$ cat config.mk
export PLATFORM = sky130hd
export DESIGN_NAME = irc_resolver
export DESIGN_NICKNAME = d
export VERILOG_FILES = /design/src/design/irc_pkg.sv /design/src/design/irc_dec_if.sv /design/src/design/irc_decide.sv /design/src/design/irc_resolver.sv
export SDC_FILE = /design/constraint.sdc
export NUM_CORES = 1
export LEC_CHECK = 0
export ABC_AREA = 0
export BUFFER_PORTS_ARGS = -buffer_cell sky130_fd_sc_hd__buf_2
export CORE_MARGIN = 4
export CORE_UTILIZATION = 48
export CTS_CLUSTER_DIAMETER = 80
export DETAILED_ROUTE_END_ITERATION = 8
export PLACE_DENSITY = 0.95
export SLEW_MARGIN = 40
export SYNTH_ARGS = -nofsm -noshare
export SYNTH_HDL_FRONTEND = slang
export SYNTH_SLANG_ARGS = --single-unit
$ cat constraint.sdc
create_clock -name clk -period 4.6 [get_ports clk]
set_clock_uncertainty 0.05 [all_clocks]
set_input_delay 0.69 -clock clk [delete_from_list [all_inputs] [get_ports clk]]
set_output_delay 0.69 -clock clk [all_outputs]
set_load 0.05 [all_outputs]
$ cat src/design/irc_pkg.sv
/*
 * Shared constants and types for the IO read home collision resolver:
 * transaction codes, response codes, resolver actions and the granule
 * size used to decide an address collision.
 * Assumes a 32-bit transaction address and one outstanding request.
 */
package irc_pkg;

   // ------------------------------------------------------------------
   // Widths and granule
   // ------------------------------------------------------------------
   localparam int ADDR_W = 32;
   localparam int GRAN_BITS = 5; // 32-byte coherence granule

   // ------------------------------------------------------------------
   // Incoming transaction codes
   // ------------------------------------------------------------------
   typedef enum logic [3:0] {
      TXN_READ_HOME         = 4'h0,
      TXN_IREAD_HOME        = 4'h1,
      TXN_READ_OWNER        = 4'h2,
      TXN_READ_TO_OWN_HOME  = 4'h3,
      TXN_READ_TO_OWN_OWNER = 4'h4,
      TXN_DKILL_HOME        = 4'h5,
      TXN_DKILL_SHARER      = 4'h6,
      TXN_CASTOUT           = 4'h7,
      TXN_TLBIE             = 4'h8,
      TXN_TLBSYNC           = 4'h9,
      TXN_IKILL_HOME        = 4'ha,
      TXN_IKILL_SHARER      = 4'hb,
      TXN_FLUSH             = 4'hc,
      TXN_IO_READ_HOME      = 4'hd,
      TXN_IO_READ_OWNER     = 4'he,
      TXN_UNKNOWN           = 4'hf
   } irc_txn_e;

   // ------------------------------------------------------------------
   // Response codes and resolver actions
   // ------------------------------------------------------------------
   typedef enum logic [1:0] {
      RSP_DONE      = 2'h0,
      RSP_ERROR     = 2'h1,
      RSP_NOT_OWNER = 2'h2,
      RSP_PASS      = 2'h3  // No collision, normal path answers
   } irc_rsp_e;

   typedef enum logic [2:0] {
      ACT_PASS      = 3'h0,
      ACT_ERROR     = 3'h1,
      ACT_NOT_OWNER = 3'h2,
      ACT_FWD       = 3'h3,
      ACT_WAIT_FWD  = 3'h4
   } irc_act_e;

   // Reset values
   localparam logic [ADDR_W-1:0] ADDR_RST = 32'h0000_0000;

   // Same coherence granule test
   function automatic logic same_granule(input logic [ADDR_W-1:0] a,
                                         input logic [ADDR_W-1:0] b);
      return a[ADDR_W-1:GRAN_BITS] == b[ADDR_W-1:GRAN_BITS];
   endfunction

endpackage

$ cat src/design/irc_dec_if.sv
/*
 * Carrier between the resolver and its decision table.
 * Assumes both ends sit in the same clock domain; purely combinational.
 */
`timescale 1ns/1ps
interface irc_dec_if;
   irc_pkg::irc_txn_e in_type;
   logic participant;
   logic collide;
   irc_pkg::irc_act_e action;

   modport req (output in_type, output participant, output collide,
                input action);
   modport tbl (input in_type, input participant, input collide,
                output action);
endinterface

$ cat src/design/irc_decide.sv
/*
 * Decision table: maps an incoming transaction that meets an outstanding
 * IO read home request to an action, for either role of the element.
 * Assumes the caller has already compared addresses (collide).
 */
`timescale 1ns/1ps
module irc_decide (
   irc_dec_if.tbl dec
);

   // ------------------------------------------------------------------
   // Table lookup
   // ------------------------------------------------------------------
   // Broadcast kinds are forwarded on a collision, whatever the role
   always_comb begin
      dec.action = irc_pkg::ACT_ERROR;
      if (!dec.collide) begin
         dec.action = irc_pkg::ACT_PASS;
      end else if (dec.participant) begin
         case (dec.in_type)
            irc_pkg::TXN_TLBIE,
            irc_pkg::TXN_TLBSYNC: begin
               dec.action = irc_pkg::ACT_FWD;
            end
            irc_pkg::TXN_IKILL_SHARER: begin
               dec.action = irc_pkg::ACT_FWD;
            end
            irc_pkg::TXN_IO_READ_OWNER: begin
               dec.action = irc_pkg::ACT_NOT_OWNER;
            end
            irc_pkg::TXN_READ_OWNER,
            irc_pkg::TXN_READ_TO_OWN_OWNER: begin
               dec.action = irc_pkg::ACT_NOT_OWNER;
            end
            irc_pkg::TXN_DKILL_SHARER: begin
               dec.action = irc_pkg::ACT_WAIT_FWD;
            end
            default: begin
               // Homes, castout, flush, IO read home
               dec.action = irc_pkg::ACT_ERROR;
            end
         endcase
      end else begin
         case (dec.in_type)
            irc_pkg::TXN_TLBIE,
            irc_pkg::TXN_TLBSYNC: begin
               dec.action = irc_pkg::ACT_FWD;
            end
            irc_pkg::TXN_IKILL_SHARER: begin
               dec.action = irc_pkg::ACT_FWD;
            end
            default: begin
               dec.action = irc_pkg::ACT_ERROR;
            end
         endcase
      end
   end

endmodule

$ cat src/design/irc_resolver.sv
/*
 * Collision resolver for an outstanding IO read home request. Takes one
 * incoming transaction at a time, compares it with the outstanding
 * address, and answers PASS, ERROR or NOT_OWNER, or forwards it to the local
 * processor and answers DONE once the processor has finished.
 * Assumes all inputs come from logic on clk; participant is a static
 * role setting; out_final pulses once when the outstanding request ends.
 */
`timescale 1ns/1ps
module irc_resolver (
   input wire logic clk,
   input wire logic rst_n,
   input wire logic participant,
   input wire logic out_valid,
   input wire logic [31:0] out_addr,
   input wire logic out_final,
   input wire logic out_final_retry,
   input wire logic in_valid,
   output logic in_ready,
   input wire logic [3:0] in_type,
   input wire logic [31:0] in_addr,
   output logic fwd_valid,
   output logic [3:0] fwd_type,
   output logic [31:0] fwd_addr,
   input wire logic fwd_done,
   output logic rsp_valid,
   output logic [1:0] rsp_code,
   output logic rsp_data_ret
);

   // ------------------------------------------------------------------
   // State and registers
   // ------------------------------------------------------------------
   typedef enum logic [3:0] {
      ST_IDLE = 4'b0001,
      ST_WAIT = 4'b0010,
      ST_FWD  = 4'b0100,
      ST_RESP = 4'b1000
   } irc_state_e;

   irc_state_e state, next_state;
   logic [3:0] next_fwd_type;
   logic [31:0] next_fwd_addr;
   logic next_rsp_valid;
   logic [1:0] next_rsp_code;
   logic data_ret, next_data_ret;
   logic next_rsp_data_ret;
   logic accept;
   logic collide;

   irc_dec_if dec ();

   irc_decide u_decide (
      .dec(dec)
   );

   // ------------------------------------------------------------------
   // Collision test and table query
   // ------------------------------------------------------------------
   assign in_ready = (state == ST_IDLE);
   assign accept = in_valid && in_ready;
   // Compare at granule size, only against a live request
   assign collide = out_valid && irc_pkg::same_granule(in_addr, out_addr);
   assign dec.in_type = irc_pkg::irc_txn_e'(in_type);
   assign dec.participant = participant;
   assign dec.collide = collide;
   // Forward strobe is a function of state, so it drops with the state
   assign fwd_valid = (state == ST_FWD);

   // ------------------------------------------------------------------
   // Next state
   // ------------------------------------------------------------------
   always_comb begin
      next_state = state;
      next_fwd_type = fwd_type;
      next_fwd_addr = fwd_addr;
      next_rsp_valid = 1'b0;
      next_rsp_code = rsp_code;
      next_rsp_data_ret = 1'b0;
      next_data_ret = data_ret;
      case (state)
         ST_IDLE: begin
            if (accept) begin
               next_fwd_type = in_type;
               next_fwd_addr = in_addr;
               next_data_ret = 1'b0;
               case (dec.action)
                  irc_pkg::ACT_ERROR: begin
                     next_rsp_valid = 1'b1;
                     next_rsp_code = irc_pkg::RSP_ERROR;
                     next_state = ST_RESP;
                  end
                  irc_pkg::ACT_NOT_OWNER: begin
                     next_rsp_valid = 1'b1;
                     next_rsp_code = irc_pkg::RSP_NOT_OWNER;
                     next_state = ST_RESP;
                  end
                  irc_pkg::ACT_FWD: begin
                     next_state = ST_FWD;
                  end
                  irc_pkg::ACT_WAIT_FWD: begin
                     // A final answer in this very cycle is not lost
                     if (out_final) begin
                        next_data_ret = !out_final_retry;
                        next_state = ST_FWD;
                     end else begin
                        next_state = ST_WAIT;
                     end
                  end
                  default: begin
                     next_rsp_valid = 1'b1;
                     next_rsp_code = irc_pkg::RSP_PASS;
                     next_state = ST_RESP;
                  end
               endcase
            end
         end
         ST_WAIT: begin
            // Data goes back only when the request ended with DONE
            if (out_final) begin
               next_data_ret = !out_final_retry;
               next_state = ST_FWD;
            end else if (!out_valid) begin
               next_state = ST_FWD;
            end
         end
         ST_FWD: begin
            if (fwd_done) begin
               next_rsp_valid = 1'b1;
               next_rsp_code = irc_pkg::RSP_DONE;
               next_rsp_data_ret = data_ret;
               next_state = ST_RESP;
            end
         end
         ST_RESP: begin
            next_state = ST_IDLE;
         end
         default: begin
            next_state = ST_IDLE;
         end
      endcase
   end

   // ------------------------------------------------------------------
   // Registers
   // ------------------------------------------------------------------
   always_ff @(posedge clk or negedge rst_n) begin
      if (!rst_n) begin
         state <= ST_IDLE;
         fwd_type <= 4'h0;
         fwd_addr <= irc_pkg::ADDR_RST;
         rsp_valid <= 1'b0;
         rsp_code <= 2'h0;
         rsp_data_ret <= 1'b0;
         data_ret <= 1'b0;
      end else begin
         state <= next_state;
         fwd_type <= next_fwd_type;
         fwd_addr <= next_fwd_addr;
         rsp_valid <= next_rsp_valid;
         rsp_code <= next_rsp_code;
         rsp_data_ret <= next_rsp_data_ret;
         data_ret <= next_data_ret;
      end
   end

   logic hit_p, hit_n;
   assign hit_p = accept && collide && participant;
   assign hit_n = accept && collide && !participant;
endmodule

==> results of run 1 <==
-- routing by layer --
| metal | routed length (um) | share of wire (%) |
|---|---|---|
| met1 | 2157 | 38 |
| met2 | 2964 | 52 |
| met3 | 395 | 7.0 |
| met4 | 133 | 2.4 |
| met5 | 0 | 0 |
-- power groups by stage --
stage	sequential [mW]	combinational, mW	clock (mW)
finish	0.502	0.488	0.242
floorplan	0.744	0.110	0
global route	0.510	0.521	0.265
CTS	0.502	0.494	0.249
detailed placement	0.507	0.494	0
global placement	0.505	0.483	0
-- worst min-delay path by stage --
stage | startpoint | endpoint | slack (ns) | cells past startpoint
2_1_floorplan | rst_n | data_ret | 0.34 | 0
3_3_place_gp | fwd_addr[0] | fwd_addr[0] | 0.40 | 2
3_5_place_dp | fwd_addr[27] | fwd_addr[27] | 0.41 | 2
4_1_cts | rst_n | rsp_data_ret | 0.35 | 1
5_1_grt | rst_n | rsp_data_ret | 0.37 | 1
6_report | rst_n | rsp_valid | 0.33 | 1
-- cell usage after synthesis, drive strengths merged --
cell	count	area, um^2
o2111ai	1	8.760
nor2	1	3.750
nor3	2	10.01
nand3	1	5.000
dfrtp	44	1101
dfstp	1	26.28
nor2b	1	6.260
or2	1	6.260
nor3b	1	7.510
a22oi	2	20.02
nand2	113	424.2
and3b	1	8.760
a41o	1	10.01
o2bb2ai	1	8.760
a31o	1	8.760
a21bo	1	10.01
nor4	5	46.29
a31oi	2	12.51
inv	3	11.26
nor4b	3	38.79
nand2b	1	6.260
and3	1	6.260
clkbuf	4	15.01
xnor2	12	105.1
buf	5	33.78
o21ai	4	20.02
mux2	1	11.26
a21o	2	16.27
a21oi	1	5.000
xor2	16	140.1
and2	2	12.51
nand4	4	25.02
-- sequential cells by signal (all words and copies together) (netlist names) --
| register | count |
|---|---|
| data_ret | 1 |
| fwd_addr | 32 |
| fwd_type | 4 |
| rsp_code | 2 |
| rsp_data_ret | 1 |
| rsp_valid | 1 |
| state | 4 |
-- final cells by class --
type	count	area [um^2]
Fill cell	374	1503
Sequential cell	45	1127
Clock buffer	7	86.33
Inverter	3	11.26
Timing Repair Buffer	114	578.1
Tap cell	52	65.06
Multi-Input combinational cell	182	983.4
-- through the flow --
stage | instance area (um^2) | cells | total power [mW] | setup slack [ns] | util (%)
2_1_floorplan | 2171 | 239 | 0.8537 | 2.193 | -
3_3_place_gp | 2763 | 396 | 0.9880 | 2.322 | 63.45
3_5_place_dp | 2765 | 396 | 1.001 | 2.320 | 63.51
4_1_cts | 2851 | 403 | 1.244 | 2.269 | 65.49
5_1_grt | 2851 | 403 | 1.296 | 2.187 | 65.49
6_report | 2851 | 403 | 1.232 | 2.273 | 65.49
-- worst reg2reg max path, delay by kind of cell (launching register included) --
family          cells  cell delay (ns)
simple gates        3             0.65
flops               1             0.56
buf+inv             1             0.35
mux                 1             0.14
compound gates      1             0.06
-- cell families (layout without fill, tap and decap cells) --
group,count (synthesis),in the layout
flops,45,45
compound gates,16,16
xor+xnor,28,28
buf+inv,12,124
mux,1,1
simple gates,137,137
==> impl_metrics.env, run 1 <==
export IMPL_die_area_mm2=0.005663
export IMPL_crit_type="flop to output pin"
export IMPL_port_buffers=112
export IMPL_min_period_ns=2.327
export IMPL_timing_fmax_mhz=429.8
export IMPL_worstMarginPinSlew_ns=0.6003
export IMPL_cp_data_required_time_ns=3.86
export IMPL_final_common_cell="nand2_1"
export IMPL_synth_fa_ha_area_share_pct=0
export IMPL_cts_resized=0
export IMPL_comb_power_share_pct=39.6
export IMPL_cp_top_family="simple AND/OR/NAND/NOR gates"
export IMPL_ff2ff_setup_slack_ns=2.66
export IMPL_clk_path_buf_depth=2
export IMPL_grt_use_total_pct=20.34
export IMPL_initial_core_util_pct=49.86
export IMPL_final_hold_viol_count=0
export IMPL_endpoint="fwd_valid"
export IMPL_cts_root_buf="clkbuf_8"
export IMPL_grt_first_pass_wirelength_mm=8.597
export IMPL_critical_path_arrival_ns=1.59
export IMPL_critPathMaxStageDelay_ns=0.51
export IMPL_p_per_area_mw_per_mm2=431.9
export IMPL_post_drt_wl_per_cell_um=14.02
export IMPL_die_w_um=75.25
export IMPL_critPathLaunch="state[1]"
export IMPL_grt_max_degree=46
export IMPL_rr_startpoint="state[0]"
export IMPL_syn_to_final_growth_pct=31.35
export IMPL_grt_overflow_total=0
export IMPL_drtIter0Drc=97
export IMPL_rows=24
export IMPL_synth_area_mux_share_pct=0.5187
export IMPL_leakagePower_nw=1.606
export IMPL_cpMaxStageDelayCell="nor4b_2"
export IMPL_yosysWarnings=0
export IMPL_drt_wl_total_mm=5.651
export IMPL_grt_busiest_layer="met2"
export IMPL_crit_buf_inv=1
export IMPL_synth_simple_gate_area_share_pct=27.95
export IMPL_peakVddDrop_uv=305.4
export IMPL_worst_r2r_cell_count=6
export IMPL_clkPwrFrac_pct=19.6
export IMPL_netSwitchingFraction_pct=43.10
export IMPL_synthesis_area_mm2=0.002171
export IMPL_io_pins=118
export IMPL_ys_types=38
export IMPL_synth_top_family_by_area="simple AND/OR/NAND/NOR gates"
export IMPL_r2r_end="rsp_code[1]"
export IMPL_synthCells=239
export IMPL_rsz0062_at_grt="false"
export IMPL_met1_usage_pct=22.16
export IMPL_cp_start_kind="flop"
export IMPL_detail_route_antenna_nets=0
export IMPL_drive_above_1_share_pct=36.47
export IMPL_cts_max_level=2
export IMPL_intPower_uw=700.8
export IMPL_max_cap_viol_count=0
export IMPL_hold_slack_ns=0.3339
export IMPL_synth_xor_area_share_pct=11.30
export IMPL_p_sw_uw=530.9
export IMPL_dpl_hpwl_mm=4.405
export IMPL_status="completed"
export IMPL_core_region_area_mm2=0.004354
export IMPL_hold_path_class="input pin to async pin"
export IMPL_use_met3_pct=6.008
export IMPL_vias=2025
export IMPL_layout_common_cells="nand2_1 (113), buf_2 (111), dfrtp_1 (44)"
export IMPL_crit_chain="nor4b_2 -> buf_2"
export IMPL_fin_crit_sh_pct=50.59
export IMPL_first_global_vias=1979
export IMPL_crit_path_max_fanout=6
export IMPL_antennaDiodeCount=0
export IMPL_syn_area_per_cell_um2=9.083
export IMPL_cp_end_kind="output pin"
export IMPL_setup_viol=0
export IMPL_synth_compound_area_share_pct=5.533
export IMPL_fin_nets=427
export IMPL_antenna_found_initial=0
export IMPL_numCtsBuffers=5
export IMPL_cts_sinks=45
export IMPL_clock_latency_ns=0.29
export IMPL_syn_num_nets=315
export IMPL_relSlewSlack_pct=59.41
export IMPL_path_clk_slew_ns=0.09
export IMPL_grt_met2_usage_pct=36.56
export IMPL_finalSetupTns_ns=0
export IMPL_yosysSeqAreaShare_pct=51.93
export IMPL_cts_setup_buffers=0
export IMPL_slew_viol_final=0
export IMPL_synth_seq_cells=45
export IMPL_tritoncts="yes"
export IMPL_gp_congestion=0.7162
export IMPL_path_depth=2
export IMPL_firstDrtPassIters=4
export IMPL_drc=0
export IMPL_sequentialPowerShare_pct=40.7
export IMPL_die_y_um=75.25
export IMPL_drt_vias_per_instance=5.025
export IMPL_ctsHoldBuffers=0
(Power assumes the default switching activity.)
==> run 2, diff against run 1 <==
Settings changed: CORE_UTILIZATION 48 to 44, PLACE_DENSITY 0.95 to 0.9.
Clock period 4.6 ns to 2.3 ns, I/O delays scaled along.
==> run 2 against run 1 <==
  * Wire length increased by 0.69%
  * Clock power is 98% higher
  * Worst setup slack worse by 1.9 ns
  * Sequential share of layout area decreased by 1.1 points
  * Hold slack worse by 0.14 ns
  * Core utilization decreased by 3.8 points
  * Non-clock buffer count is 6 higher
  * Register-to-register slack worse by 2.2 ns
  * Highest routed layer unchanged
==> impl_metrics.env, run 2 (same netlist as run 1, synthesis figures left out) <==
export IMPL_status="completed"
export IMPL_timing_fmax_mhz=531.0
export IMPL_max_cap_viol_count=0
export IMPL_p_per_area_mw_per_mm2=842.3
export IMPL_cp_data_required_time_ns=1.90
export IMPL_syn_to_final_growth_pct=35.10
export IMPL_largest_register_ffs=32
export IMPL_final_hold_viol_count=0
export IMPL_layout_setup_ws_ns=0.4168
export IMPL_hold_slack_ns=0.1950
export IMPL_cp_end_kind="output pin"
export IMPL_slew_viol_final=0
export IMPL_rsz0062_at_grt="false"
export IMPL_min_period_ns=1.883
export IMPL_fin_crit_sh_pct=81.88
export IMPL_placed_cells=416
export IMPL_antenna_found_initial=0
export IMPL_leakagePower_nw=1.643
export IMPL_path_clk_slew_ns=0.08
export IMPL_cts_resized=0
export IMPL_grt_first_pass_wirelength_mm=9.487
export IMPL_layout_common_cells="nand2_1 (113), buf_2 (112), dfrtp_1 (44)"
export IMPL_drtIter0Drc=109
export IMPL_peakVddDrop_uv=518.9
export IMPL_cts_sinks=45
export IMPL_dpl_hpwl_mm=4.629
export IMPL_multi_input_comb_area_mm2=0.001001
export IMPL_regMostFlops="fwd_addr"
export IMPL_relSlewSlack_pct=66.15
export IMPL_place_ws_ns=0.3785
export IMPL_final_common_cell="nand2_1"
export IMPL_post_route_util_pct=61.68
export IMPL_hold_path_depth=3
export IMPL_drt_vias_per_instance=4.854
export IMPL_critical_path_arrival_ns=1.49
export IMPL_nFillCells=425
export IMPL_die_y_um=78.24
export IMPL_antennaDiodeCount=0
export IMPL_port_buffers=112
export IMPL_crit_path_max_fanout=6
export IMPL_post_drt_wl_per_cell_um=13.42
export IMPL_cp_start_kind="flop"
export IMPL_grt_overflow_total=0
export IMPL_finalSetupTns_ns=0
export IMPL_initial_core_util_pct=45.66
export IMPL_crit_type="flop to output pin"
export IMPL_firstDrtPassIters=4
export IMPL_crit_chain="nor4b_4 -> buf_2"
export IMPL_top_regs="fwd_addr (32), fwd_type (4), state (4)"
export IMPL_critPathMaxStageDelay_ns=0.45
export IMPL_vias=2058
export IMPL_die_area_mm2=0.006122
export IMPL_drive_above_1_share_pct=37.25
export IMPL_clk_path_buf_depth=2
export IMPL_worstMarginPinSlew_ns=0.5040
export IMPL_io_pins=118
export IMPL_hold_path_class="input pin to flop"
export IMPL_cts_max_level=2
export IMPL_detail_route_antenna_nets=0
export IMPL_rows=25
export IMPL_grt_max_degree=27
export IMPL_layout_area_seq_mm2=0.001127
export IMPL_first_global_vias=2141
export IMPL_numCtsBuffers=5
export IMPL_grt_use_total_pct=19.56
export IMPL_cpMaxStageDelayCell="dfrtp_1"
export IMPL_gp_congestion=0.8068
export IMPL_clock_latency_ns=0.29
export IMPL_die_w_um=78.24
export IMPL_cts_root_buf="clkbuf_8"
export IMPL_tritoncts="yes"
export IMPL_drt_wl_total_mm=5.690
export IMPL_drc=0
export IMPL_worst_r2r_cell_count=5
export IMPL_setup_viol=0
export IMPL_layoutNonFillerInstCount=424
export IMPL_fin_nets=433
export IMPL_core_region_area_mm2=0.004755
run 2: critical path: cells and delay by family, from the launching register on:
family	cells	cell delay, ns
flip-flops	1	0.45
AND/OR/NAND/NOR	1	0.41
buffers and inverters	1	0.34
run 2: stage by stage:
step	power [mW]	area [um^2]
2_1_floorplan	1.712	2188
3_3_place_gp	1.994	2836
3_5_place_dp	2.014	2836
4_1_cts	2.497	2933
5_1_grt	2.610	2933
6_report	2.470	2933
run 2: repair_timing:
item	in CTS	in global routing
endpoints found under the hold margin	18	0
buffers inserted	0	0
hold buffers	1	0
run 2: routing by layer:
metal / track usage, % / vias up / share of wire [%]
met5: 0 / - / 0
met2: 34.59 / 83 / 51
met1: 23.08 / 959 / 39
met3: 4.702 / 12 / 7.6
li1: - / 1004 / -
met4: 6.993 / 0 / 1.9
run 2: area by class of cell:
cell class / instances / area share (%)
flip-flops and latches: 45 / 38.44
multi-input cells: 182 / 34.13
repair buffers: 120 / 21.25
clock buffers: 7 / 2.944
well taps: 67 / 2.858
inverters: 3 / 0.3840
run 2: worst paths after layout:
check,from,endpoint,slack [ns]
worst min-delay path,in_addr[3],fwd_addr[3],0.20
worst max register to register,state[0],fwd_addr[17],0.47
min in group asynchronous,rst_n,state[3],0.46
max in group asynchronous,rst_n,fwd_addr[24],1.05
worst max-delay path,state[1],fwd_valid,0.42
worst min register to register,fwd_type[3],fwd_type[3],0.42
run 2: power by group:
part / internal, mW / switching [mW]
Clock: 0.238 / 0.239
Sequential: 0.929 / 0.0733
Combinational: 0.245 / 0.745
Total: 1.41 / 1.06
==> run 3, diff against run 2 <==
Settings changed: CORE_UTILIZATION 44 to 40, PLACE_DENSITY 0.9 to 0.87.
Clock period 2.3 ns to 1.72 ns, I/O delays scaled along.
==> run 3 against run 2 <==
  * Clock power rose by 49%
  * Highest routed layer unchanged
  * Largest power group unchanged
  * Count of clock-buffer cells in the layout did not move
  * Register-to-register slack got worse by 0.37 ns
  * Worst setup slack got worse by 0.39 ns
  * Hold slack got worse by 0.092 ns
  * Global-route usage fell by 1.2 points
  * Cell count rose by 1.7%
  * Sequential power rose by 34%
  * Combinational power rose by 34%
  * Power rose by 37%
  * Sequential cell count did not move
  * Non-clock buffer count rose by 3
==> impl_metrics.env, run 3 (same netlist as run 1, synthesis figures left out) <==
export IMPL_status="completed"
export IMPL_port_buffers=112
export IMPL_slew_viol_final=0
export IMPL_p_per_area_mw_per_mm2=1130
export IMPL_critical_path_arrival_ns=1.38
export IMPL_tritoncts="yes"
export IMPL_drt_vias_per_instance=4.770
export IMPL_drc=0
export IMPL_rows=26
export IMPL_antenna_found_initial=0
export IMPL_grt_max_degree=21
export IMPL_clk_path_buf_depth=2
export IMPL_top_regs="fwd_addr (32), fwd_type (4), state (4)"
export IMPL_layout_setup_ws_ns=0.03082
export IMPL_post_drt_wl_per_cell_um=13.81
export IMPL_drtIter0Drc=37
export IMPL_grt_first_pass_wirelength_mm=9.397
export IMPL_crit_type="flop to output pin"
export IMPL_fin_nets=436
export IMPL_path_clk_slew_ns=0.08
export IMPL_critPathMaxStageDelay_ns=0.57
export IMPL_die_area_mm2=0.006670
export IMPL_die_y_um=81.67
export IMPL_finalSetupTns_ns=0
export IMPL_cts_sinks=45
export IMPL_regMostFlops="fwd_addr"
export IMPL_placed_cells=422
export IMPL_cpMaxStageDelayCell="dfstp_2"
export IMPL_clock_latency_ns=0.29
export IMPL_io_pins=118
export IMPL_cp_start_kind="flop"
export IMPL_antennaDiodeCount=0
export IMPL_worstMarginPinSlew_ns=0.4298
export IMPL_relSlewSlack_pct=70.95
export IMPL_drive_above_1_share_pct=39.34
export IMPL_crit_buf_inv=1
export IMPL_cp_data_required_time_ns=1.41
export IMPL_drt_wl_total_mm=5.951
export IMPL_cts_max_level=2
export IMPL_peakVddDrop_uv=741.2
export IMPL_crit_chain="nor4b_4 -> buf_4"
export IMPL_initial_core_util_pct=41.97
export IMPL_grt_overflow_total=0
export IMPL_cp_end_kind="output pin"
export IMPL_vias=2056
export IMPL_place_ws_ns=-0.04677
export IMPL_layoutNonFillerInstCount=431
export IMPL_first_global_vias=2060
export IMPL_crit_path_max_fanout=3
export IMPL_max_cap_viol_count=0
export IMPL_setup_viol=0
export IMPL_numCtsBuffers=5
export IMPL_firstDrtPassIters=4
export IMPL_die_w_um=81.67
export IMPL_gp_congestion=0.7703
export IMPL_largest_register_ffs=32
export IMPL_layout_common_cells="nand2_1 (112), buf_2 (110), dfrtp_1 (44)"
export IMPL_fin_crit_sh_pct=98.21
export IMPL_hold_path_class="input pin to flop"
export IMPL_cp_top_family="flip-flops"
export IMPL_final_hold_viol_count=0
export IMPL_leakagePower_nw=1.674
export IMPL_dpl_hpwl_mm=4.869
export IMPL_grt_use_total_pct=18.37
export IMPL_rsz0062_at_grt="true"
export IMPL_detail_route_antenna_nets=0
export IMPL_timing_fmax_mhz=592.0
export IMPL_cts_root_buf="clkbuf_8"
export IMPL_syn_to_final_growth_pct=37.98
export IMPL_final_common_cell="nand2_1"
export IMPL_core_region_area_mm2=0.005172
export IMPL_cts_setup_buffers=0
export IMPL_min_period_ns=1.689
## run 3: cell count changes in the layout (fill, tap and decap cells not counted), sizes merged
cell    delta
buf        +3
clkinv     +1
## run 3: routing by layer
layer	vias to the layer above	GRT usage [%]	share of wire, %
met5	-	0	0
met4	0	4.485	0.47
li1	1007	-	-
met1	959	22.33	40
met2	88	32.82	52
met3	2	4.276	8.1
## run 3: path summary, 6_finish.rpt
| kind | startpoint | end | slack (ns) | cells past startpoint |
|---|---|---|---|---|
| min in group asynchronous | rst_n | rsp_data_ret | 0.31 | 2 |
| hold reg to reg | fwd_type[1] | fwd_type[1] | 0.42 | 2 |
| setup / recovery | state[0] | in_ready | 0.03 | 2 |
| setup reg to reg | state[0] | fwd_addr[11] | 0.10 | 5 |
| max in group asynchronous | rst_n | fwd_addr[22] | 0.79 | 3 |
| hold / removal | in_addr[0] | fwd_addr[0] | 0.10 | 3 |
## run 3: cell type report
type,instances,area [um^2]
clock buffer,7,96.34
clock inverter,1,5.005
fill,459,2177
inverter,3,11.26
multi-input combinational,182,1013
sequential,45,1127
tap,70,87.58
timing repair buffer,123,654.4
## run 3: power by group
part / switching (mW) / internal (mW)
Combinational: 0.999 / 0.332
Clock: 0.349 / 0.363
Sequential: 0.100 / 1.24
Total: 1.45 / 1.94
## run 3: what timing repair did
item,CTS,global route
hold buffers,1,0
gates resized for setup,3,1
endpoints found under the hold margin,9,0
setup endpoints to repair,3,19
## run 3: tightest hold or removal path: cells and delay by family
family,cells,cell delay (ns)
buf+inv,1,0.07
simple gates,2,0.09
## run 3: stage by stage
step	instance area (um^2)	util, %	total power, mW	hold slack (ns)
floorplan	2213	-	2.297	-0.08759
CTS	2992	57.84	3.424	0.09912
detailed placement	2874	55.56	2.701	0.09547
global placement	2874	55.56	2.671	0.09187
finish	2995	57.91	3.384	0.1026
global route	2995	57.91	3.566	0.1075
